### src/design/prws_regs.vh
// Purpose: constants for the peripheral register window select block
// Assumes: 24-bit cpu address, 8-bit data
// Notes:   own register addresses sit in the top page
`ifndef PRWS_REGS_VH
`define PRWS_REGS_VH

`define PRWS_AW              24
`define PRWS_DW              8

// own control registers
`define PRWS_ADDR_SYSCTL     24'hFFFE10
`define PRWS_ADDR_STCTL      24'hFFFE11
`define PRWS_ADDR_SYSCTL3    24'hFFFE12

// system_control fields
`define PRWS_SC_KEYWIN       1
`define PRWS_SC_RAMEN        0
`define PRWS_SC_KEYWIN_RST   1'h0
`define PRWS_SC_RAMEN_RST    1'h1

// serial_timer_control fields
`define PRWS_ST_RATE_HI      7
`define PRWS_ST_RATE_LO      5
`define PRWS_ST_SERWIN       4
`define PRWS_ST_RATE_RST     3'h0
`define PRWS_ST_SERWIN_RST   1'h0

// system_control_three fields
`define PRWS_S3_EXTMAP       5
`define PRWS_S3_EXTMAP_RST   1'h0

// shared windows
`define PRWS_KT_A_LO         24'hFFFFF0
`define PRWS_KT_A_HI         24'hFFFFF7
`define PRWS_KT_B_LO         24'hFFFFFC
`define PRWS_KT_B_HI         24'hFFFFFF
`define PRWS_S1_A_LO         24'hFFFF88
`define PRWS_S1_A_HI         24'hFFFF89
`define PRWS_S1_B_LO         24'hFFFF8E
`define PRWS_S1_B_HI         24'hFFFF8F
`define PRWS_S2_A_LO         24'hFFFFA0
`define PRWS_S2_A_HI         24'hFFFFA1
`define PRWS_S2_B_LO         24'hFFFFA6
`define PRWS_S2_B_HI         24'hFFFFA7
`define PRWS_W0_A_LO         24'hFFFFD8
`define PRWS_W0_A_HI         24'hFFFFD9
`define PRWS_W0_B_LO         24'hFFFFDE
`define PRWS_W0_B_HI         24'hFFFFDF
`define PRWS_TWRST_ADDR      24'hFFFEE6

`define PRWS_ZERO8           8'h00
`define PRWS_RDVALID_RST     1'h0

`endif

### src/design/prws_window_select.v
// Purpose: control bits steering shared peripheral windows, plus ram enable
// Assumes: cpu bus logic on core_clk, single-cycle rd/wr strobes
// Notes:   peripheral selects are combinational, read data is registered
`timescale 1ns/1ps
`default_nettype none
`include "prws_regs.vh"

module prws_window_select (
   input  wire                    core_clk,          // cpu clock
   input  wire                    rst_n,             // async reset, active low
   input  wire [`PRWS_AW-1:0]     busAddr,           // cpu address
   input  wire                    busRd,             // read strobe
   input  wire                    busWr,             // write strobe
   input  wire [`PRWS_DW-1:0]     busWrData,         // write data
   output reg  [`PRWS_DW-1:0]     busRdData_r,       // read data, own registers
   output reg                     busRdValid_r,      // read data valid pulse
   output wire                    timerSel,          // 8-bit timer set selected
   output wire                    keypadSel,         // keypad masks / pull-up selected
   output wire                    asyncSerialCh1Sel, // async serial ch1 selected
   output wire                    asyncSerialCh2Sel, // async serial ch2 selected
   output wire                    twowireCh1Sel,     // two-wire ch1 selected
   output wire                    pwmConverterSel,   // pwm converter selected
   output wire                    twowireCh0Sel,     // two-wire ch0 selected
   output wire                    twowireResetSel,   // two-wire reset control selected
   output wire                    prohibitedAccess,  // strobe into a forbidden window
   output wire                    onchipRamEnable,   // internal ram enable level
   output wire [2:0]              twowireRateSel,    // two-wire master rate select
   output wire                    extendedMapSelect  // extended register map level
);

   localparam integer NRANGE = 8;                   // four windows, two ranges each
   localparam integer KT_IDX = 0;                   // keypad / timer entries
   localparam integer S1_IDX = 2;                   // channel 1 entries
   localparam integer S2_IDX = 4;                   // channel 2 / pwm entries
   localparam integer W0_IDX = 6;                   // two-wire channel 0 entries

   // range table, entry 0 in the low bits; both ends inclusive
   localparam [NRANGE*`PRWS_AW-1:0] RANGE_LO = {
      `PRWS_W0_B_LO,
      `PRWS_W0_A_LO,
      `PRWS_S2_B_LO,
      `PRWS_S2_A_LO,
      `PRWS_S1_B_LO,
      `PRWS_S1_A_LO,
      `PRWS_KT_B_LO,
      `PRWS_KT_A_LO
   };

   localparam [NRANGE*`PRWS_AW-1:0] RANGE_HI = {
      `PRWS_W0_B_HI,
      `PRWS_W0_A_HI,
      `PRWS_S2_B_HI,
      `PRWS_S2_A_HI,
      `PRWS_S1_B_HI,
      `PRWS_S1_A_HI,
      `PRWS_KT_B_HI,
      `PRWS_KT_A_HI
   };

   // control state, one flop per stored bit
   reg                            keypadWindowSelect_r;
   reg                            onchipRamEnable_r;
   reg  [2:0]                     twowireRateSel_r;
   reg                            serialWindowSelect_r;
   reg                            extendedMapSelect_r;

   // next values, kept apart so each flop has one plain load
   reg                            keypadWindowSelect_nxt;
   reg                            onchipRamEnable_nxt;
   reg  [2:0]                     twowireRateSel_nxt;
   reg                            serialWindowSelect_nxt;
   reg                            extendedMapSelect_nxt;
   reg  [`PRWS_DW-1:0]            busRdData_nxt;
   reg                            busRdValid_nxt;

   reg  [`PRWS_DW-1:0]            sysCtlView;
   reg  [`PRWS_DW-1:0]            stCtlView;
   reg  [`PRWS_DW-1:0]            sysCtl3View;
   reg  [`PRWS_DW-1:0]            rdMux;
   reg                            keyWinEff;
   reg                            serWinEff;

   wire                           access;
   wire                           hitSysCtl;
   wire                           hitStCtl;
   wire                           hitSysCtl3;
   wire                           ownHit;
   wire                           wrSysCtl;
   wire                           wrStCtl;
   wire                           wrSysCtl3;
   wire                           rdOwn;
   wire [NRANGE-1:0]              rangeHit;
   wire                           inKeyTimer;
   wire                           inSer1;
   wire                           inSer2;
   wire                           inWire0;
   wire                           inWireRst;

   // address and window-bit decode of each set, before the strobe gates it
   wire                           timerView;
   wire                           keypadView;
   wire                           asyncSerialCh1View;
   wire                           asyncSerialCh2View;
   wire                           twowireCh1View;
   wire                           pwmConverterView;
   wire                           twowireCh0View;
   wire                           twowireResetView;
   wire                           prohibitedView;

   genvar                         g;

   // own register strobes; a read and a write together are not expected
   assign access     = busRd | busWr;
   assign hitSysCtl  = (busAddr == `PRWS_ADDR_SYSCTL);
   assign hitStCtl   = (busAddr == `PRWS_ADDR_STCTL);
   assign hitSysCtl3 = (busAddr == `PRWS_ADDR_SYSCTL3);
   assign ownHit     = hitSysCtl | hitStCtl | hitSysCtl3;
   assign wrSysCtl   = busWr & hitSysCtl;
   assign wrStCtl    = busWr & hitStCtl;
   assign wrSysCtl3  = busWr & hitSysCtl3;
   assign rdOwn      = busRd & ownHit;

   // one comparator pair per range entry; full compares keep every bound visible
   generate
      for (g = 0; g < NRANGE; g = g + 1) begin : g_range
         assign rangeHit[g] = (busAddr >= RANGE_LO[g*`PRWS_AW +: `PRWS_AW]) &&
                              (busAddr <= RANGE_HI[g*`PRWS_AW +: `PRWS_AW]);
      end
   endgenerate

   assign inKeyTimer = rangeHit[KT_IDX] | rangeHit[KT_IDX + 1];
   assign inSer1     = rangeHit[S1_IDX] | rangeHit[S1_IDX + 1];
   assign inSer2     = rangeHit[S2_IDX] | rangeHit[S2_IDX + 1];
   assign inWire0    = rangeHit[W0_IDX] | rangeHit[W0_IDX + 1];
   assign inWireRst  = (busAddr == `PRWS_TWRST_ADDR);

   // extended map: bits keep their value but decode falls back to reset views
   always @* begin
      keyWinEff = keypadWindowSelect_r;
      serWinEff = serialWindowSelect_r;
      if (extendedMapSelect_r) begin
         keyWinEff = `PRWS_SC_KEYWIN_RST;
         serWinEff = `PRWS_ST_SERWIN_RST;
      end
   end

   // one set per shared range, never both; the two-wire ch0 range has none while serWinEff is 0
   assign timerView          = inKeyTimer & ~keyWinEff;
   assign keypadView         = inKeyTimer &  keyWinEff;
   assign asyncSerialCh1View = inSer1 & ~serWinEff;
   assign asyncSerialCh2View = inSer2 & ~serWinEff;
   assign twowireCh1View     = inSer1 &  serWinEff;
   assign pwmConverterView   = inSer2 &  serWinEff;
   assign twowireCh0View     = inWire0 & serWinEff;
   assign twowireResetView   = inWireRst & serWinEff;
   assign prohibitedView     = inWire0 & ~serWinEff;

   // only the selected set sees the strobe, so the hidden set is untouched
   assign timerSel          = access & timerView;
   assign keypadSel         = access & keypadView;
   assign asyncSerialCh1Sel = access & asyncSerialCh1View;
   assign asyncSerialCh2Sel = access & asyncSerialCh2View;
   assign twowireCh1Sel     = access & twowireCh1View;
   assign pwmConverterSel   = access & pwmConverterView;
   assign twowireCh0Sel     = access & twowireCh0View;
   assign twowireResetSel   = access & twowireResetView;
   // no set answers here; flagged so a bus monitor can trap it
   // nothing else guards this window, software must keep out
   assign prohibitedAccess  = access & prohibitedView;

   // levels come straight from the flops
   assign onchipRamEnable   = onchipRamEnable_r;
   assign twowireRateSel    = twowireRateSel_r;
   assign extendedMapSelect = extendedMapSelect_r;

   // system_control next value; window bits act from the cycle after the write
   always @* begin
      keypadWindowSelect_nxt = keypadWindowSelect_r;
      onchipRamEnable_nxt    = onchipRamEnable_r;
      if (wrSysCtl) begin
         keypadWindowSelect_nxt = busWrData[`PRWS_SC_KEYWIN];
         onchipRamEnable_nxt    = busWrData[`PRWS_SC_RAMEN];
      end
   end

   // serial_timer_control next value; rate bits only feed the two-wire divider
   always @* begin
      twowireRateSel_nxt     = twowireRateSel_r;
      serialWindowSelect_nxt = serialWindowSelect_r;
      if (wrStCtl) begin
         twowireRateSel_nxt     = busWrData[`PRWS_ST_RATE_HI:`PRWS_ST_RATE_LO];
         serialWindowSelect_nxt = busWrData[`PRWS_ST_SERWIN];
      end
   end

   // system_control_three next value
   always @* begin
      extendedMapSelect_nxt = extendedMapSelect_r;
      if (wrSysCtl3) begin
         extendedMapSelect_nxt = busWrData[`PRWS_S3_EXTMAP];
      end
   end

   // ram enable resets to 1 so the internal ram is usable straight away
   always @(posedge core_clk or negedge rst_n) begin
      if (!rst_n) begin
         keypadWindowSelect_r <= `PRWS_SC_KEYWIN_RST;
         onchipRamEnable_r    <= `PRWS_SC_RAMEN_RST;
      end else begin
         keypadWindowSelect_r <= keypadWindowSelect_nxt;
         onchipRamEnable_r    <= onchipRamEnable_nxt;
      end
   end

   // rate and serial window share one write strobe
   always @(posedge core_clk or negedge rst_n) begin
      if (!rst_n) begin
         twowireRateSel_r     <= `PRWS_ST_RATE_RST;
         serialWindowSelect_r <= `PRWS_ST_SERWIN_RST;
      end else begin
         twowireRateSel_r     <= twowireRateSel_nxt;
         serialWindowSelect_r <= serialWindowSelect_nxt;
      end
   end

   // extended map select starts in the compatible map
   always @(posedge core_clk or negedge rst_n) begin
      if (!rst_n) begin
         extendedMapSelect_r <= `PRWS_S3_EXTMAP_RST;
      end else begin
         extendedMapSelect_r <= extendedMapSelect_nxt;
      end
   end

   // register images; unimplemented bits read as zero, writes to them are lost
   always @* begin
      sysCtlView                  = `PRWS_ZERO8;
      sysCtlView[`PRWS_SC_KEYWIN] = keypadWindowSelect_r;
      sysCtlView[`PRWS_SC_RAMEN]  = onchipRamEnable_r;
   end

   always @* begin
      stCtlView                                    = `PRWS_ZERO8;
      stCtlView[`PRWS_ST_RATE_HI:`PRWS_ST_RATE_LO] = twowireRateSel_r;
      stCtlView[`PRWS_ST_SERWIN]                   = serialWindowSelect_r;
   end

   always @* begin
      sysCtl3View                  = `PRWS_ZERO8;
      sysCtl3View[`PRWS_S3_EXTMAP] = extendedMapSelect_r;
   end

   // answer only for own registers; peripheral sets answer for themselves
   always @* begin
      rdMux = `PRWS_ZERO8;
      if (hitSysCtl) begin
         rdMux = sysCtlView;
      end else if (hitStCtl) begin
         rdMux = stCtlView;
      end else if (hitSysCtl3) begin
         rdMux = sysCtl3View;
      end
   end

   // read data holds until the next own read
   // a read of a shared range gets no answer from this block
   always @* begin
      busRdValid_nxt = rdOwn;
      busRdData_nxt  = busRdData_r;
      if (rdOwn) begin
         busRdData_nxt = rdMux;
      end
   end

   // valid is a one-cycle pulse after each own read
   always @(posedge core_clk or negedge rst_n) begin
      if (!rst_n) begin
         busRdData_r  <= `PRWS_ZERO8;
         busRdValid_r <= `PRWS_RDVALID_RST;
      end else begin
         busRdData_r  <= busRdData_nxt;
         busRdValid_r <= busRdValid_nxt;
      end
   end

endmodule // prws_window_select
`default_nettype wire

### config.mk
export PLATFORM = sky130hd
export DESIGN_NAME = prws_window_select
export DESIGN_NICKNAME = d
export VERILOG_FILES = /design/src/design/prws_window_select.v
export VERILOG_INCLUDE_DIRS = /design/src /design/src/design
export SDC_FILE = /design/constraint.sdc
export NUM_CORES = 1
export LEC_CHECK = 0
export BUFFER_PORTS_ARGS = -buffer_cell sky130_fd_sc_hd__buf_2
export CAP_MARGIN = 20
export CORE_MARGIN = 2
export CORE_UTILIZATION = 37
export CTS_BUF_LIST = sky130_fd_sc_hd__clkbuf_2
export CTS_CLUSTER_SIZE = 16
export DETAILED_ROUTE_END_ITERATION = 10
export GPL_TIMING_DRIVEN = 0
export PLACE_DENSITY = 0.75
export SLEW_MARGIN = 25
export SYNTH_ARGS = -nofsm -noshare
export SYNTH_HDL_FRONTEND = slang
export SYNTH_SLANG_ARGS = --single-unit
### constraint.sdc
create_clock -name core_clk -period 1 [get_ports core_clk]
set_input_delay 0.05 -clock core_clk [delete_from_list [all_inputs] [get_ports core_clk]]
set_output_delay 0.05 -clock core_clk [all_outputs]
set_load 0.02 [all_outputs]
==> metrics.yaml <==
min_path:
  min_to: "twowireRateSel[0]"
  min_delay_path_depth: 2
  min_from: "busWrData[5]"
  min_path_type: "in2reg"
layout:
  diodes: 0
  nets: 209
  nFillCells: 171
  syn2layout_area_growth_pct: 95.01
  finalNonFillerCells: 200
  final_layout_size_suffix_gt1_share_pct: 65.70
detailed_routing:
  routedWlPerCell_um: 15.24
  drt_iter0_markers: 16
  num_vias: 1067
  vias_per_cell: 5.335
  antenna_left: 0
  routed_wl_um: 3047
  drt-pass1-iter-count: 4
  drc: 0
logic_synthesis:
  synth_top_family_by_area: "simple AND/OR/NAND/NOR gates"
  synthMuxAreaShare_pct: 8.987
  yosys.area_share.simple_pct: 35.66
  synth_cell_type_count: 33
  ys_seq_area_share_pct: 40.09
  synthCells: 96
  synth.top_cell.area_share_pct: 37.09
  synth_compound_area_share_pct: 9.986
  synthTopCellsByArea: "dfrtp_1 37%, mux2_2 9.0%, nand4_1 5.0%"
  synth_xor_area_share_pct: 0.9986
  synthAdderAreaFrac_pct: 0
  syn-cell-area_um2: 877.1
  synth_warnings: 0
  ys_ff_latch: 14
  syn_avg_cell_area_um2: 9.136
  synth_top_area_cell: "dfrtp_1"
timing:
  fin_skew_ns: 0.007782
  post-route-min-period_ns: 1.383
  max_freq_mhz: 723.2
  rsz0062_at_grt: "true"
  drv_slew: 0
  final-setup-viol-count: 25
  finalWorstSetupSlack_ns: -0.3827
  period_share_pct: 138.3
  finalHoldViolCount: 0
placement:
  dp_hpwl_um: 2027
  place_inst: 178
  io_buffers: 53
  gp_congestion: 0.7688
  post-place-ws_ns: -0.5753
status:
  violations: "negative setup slack"
  status: "finished, violations left"
floorplan:
  die_w_um: 52.69
  num_rows: 17
  core_area_um2: 2233
  die_area_um2: 2776
  io_pins: 59
  start_util_pct: 39.27
  die_y_um: 52.69
critical_path:
  cp.required_ns: 0.95
  regToRegEndpoint: "busRdData_r[0]"
  timing.rr.start: "onchipRamEnable"
  end_kind: "output pin"
  r2r_cells: 3
  critPathKind: "reg2out"
  startpoint_type: "flop"
  crit_fanout: 3
  arrival_ns: 1.33
  r2r_slack_ns: -0.02
flow_run:
  cap_violations: 0
clock_tree:
  clock_sinks: 14
  clock_path_buffers: 2
  path_clk_slew_ns: 0.13
  htree_levels: 1
  cts_tree: "yes"
  clk_latency_ns: 0.28
  numCtsBuffers: 3
  cts_root_buf: "clkbuf_2"
global_routing:
  grt_pass1_wl_um: 4740
  grt_max_degree: 15
  grt_pass1_vias: 1061
  grt.total_usage_pct: 23.32
  grt_overflow: 0
  antenna_found_initial: 0
pwr:
  power.density_nw_per_um2: 642.8
  leakage_nw: 0.7959
  vdd_drop_max_v: 0.0007114
[final cells by class]
| type | count | area [µm²] | share of cell area, % |
|---|---|---|---|
| tap | 28 | 35.03 | 2.048 |
| sequential | 14 | 354.1 | 20.70 |
| timing repair buffer | 71 | 514.2 | 30.07 |
| buffer | 3 | 22.52 | 1.317 |
| clock inverter | 1 | 3.754 | 0.2195 |
| inverter | 4 | 15.01 | 0.8778 |
| clock buffer | 3 | 15.01 | 0.8778 |
| multi-input combinational | 76 | 750.7 | 43.89 |
[routing by layer]
| metal | GRT usage, % | share of wire (%) | up-vias |
|---|---|---|---|
| met5 | 0 | 0 | - |
| met4 | 7.692 | 0.95 | 0 |
| met3 | 1.143 | 4.0 | 4 |
| met2 | 43.96 | 58 | 39 |
| met1 | 27.78 | 37 | 514 |
| li1 | - | - | 510 |
[where the power goes]
group	leakage, nW	total [mW]	switching, mW	internal (mW)
Clock	0.0140	0.271	0.184	0.0869
Combinational	0.593	0.262	0.138	0.124
Sequential	0.189	0.566	0.000000528	0.566
[Yosys cell counts, drive strengths merged]
cell type  count
dfrtp         13
nand2         11
nor2           9
nand4          8
mux2           7
nand3          6
inv            4
nor4           4
nor3           3
o211ai         3
o21ai          3
a21o           2
a21oi          2
buf            2
nor2b          2
nor4b          2
a2111oi        1
a22oi          1
and3           1
and4           1
clkbuf         1
conb           1
dfstp          1
nand2b         1
nand3b         1
nor3b          1
nor4bb         1
o2bb2ai        1
or2            1
or4            1
xor2           1
[worst max path at each step]
| stage | start | to | slack, ns |
|---|---|---|---|
| after floorplan | busAddr[23] | asyncSerialCh2Sel | -0.27 |
| after global placement | busAddr[23] | asyncSerialCh2Sel | -0.55 |
| after detailed placement | busAddr[23] | asyncSerialCh2Sel | -0.58 |
| after CTS | extendedMapSelect | pwmConverterSel | -0.42 |
| after global routing | extendedMapSelect | twowireCh0Sel | -0.45 |
| final | extendedMapSelect | twowireCh0Sel | -0.38 |
[worst max-delay path: stages, from the launching register on]
cell,delay [ns]
dfrtp_2,0.42
nand2b_4,0.16
nor2_4,0.10
nand2_2,0.08
nor4_4,0.12
buf_4,0.17
[layout by cell type (no fill, tap or decap), types with 5 or more instances in the layout]
| cell type | n |
|---|---|
| buf_2 | 34 |
| buf_4 | 17 |
| buf_6 | 13 |
| dfrtp_1 | 11 |
| nand4_1 | 7 |
| dlygate4sd3_1 | 7 |
| nand2_1 | 6 |
| nor2_1 | 6 |
| mux2_2 | 5 |
[flip-flops by register name, summed over array words and instances, names as in the netlist]
name                  cells
extendedMapSelect         1
onchipRamEnable           1
busRdValid_r              1
twowireRateSel            3
serialWindowSelect_r      1
busRdData_r               6
keypadWindowSelect_r      1
[metrics by stage]
stage	instance area, µm²	hold WS (ns)	TNS (ns)	power, mW	utilization, %
global route	1710	0.02860	-5.935	1.140	76.58
floorplan	1080	-0.2456	-3.476	0.6608	-
global placement	1380	-0.04609	-8.756	0.7729	61.79
finish	1710	0.02396	-4.817	1.099	76.58
CTS	1623	0.01232	-4.471	1.082	72.66
detailed placement	1380	-0.04202	-9.169	0.7777	61.79
[cell families after synthesis]
group / count (synthesis)
buf+inv: 7
mux: 7
compound gates: 13
other cells: 1
simple gates: 53
flops: 14
xor+xnor: 1
[timing repair]
action / in CTS / in global routing
hold buffers: 7 / 0
setup buffers: 9 / 4
endpoints found under the setup margin: 22 / 25
resized for setup: 23 / 24
pin swaps: 13 / 14
hold endpoints to repair: 20 / 0
Note: power is estimated with default switching activity, not from simulation.
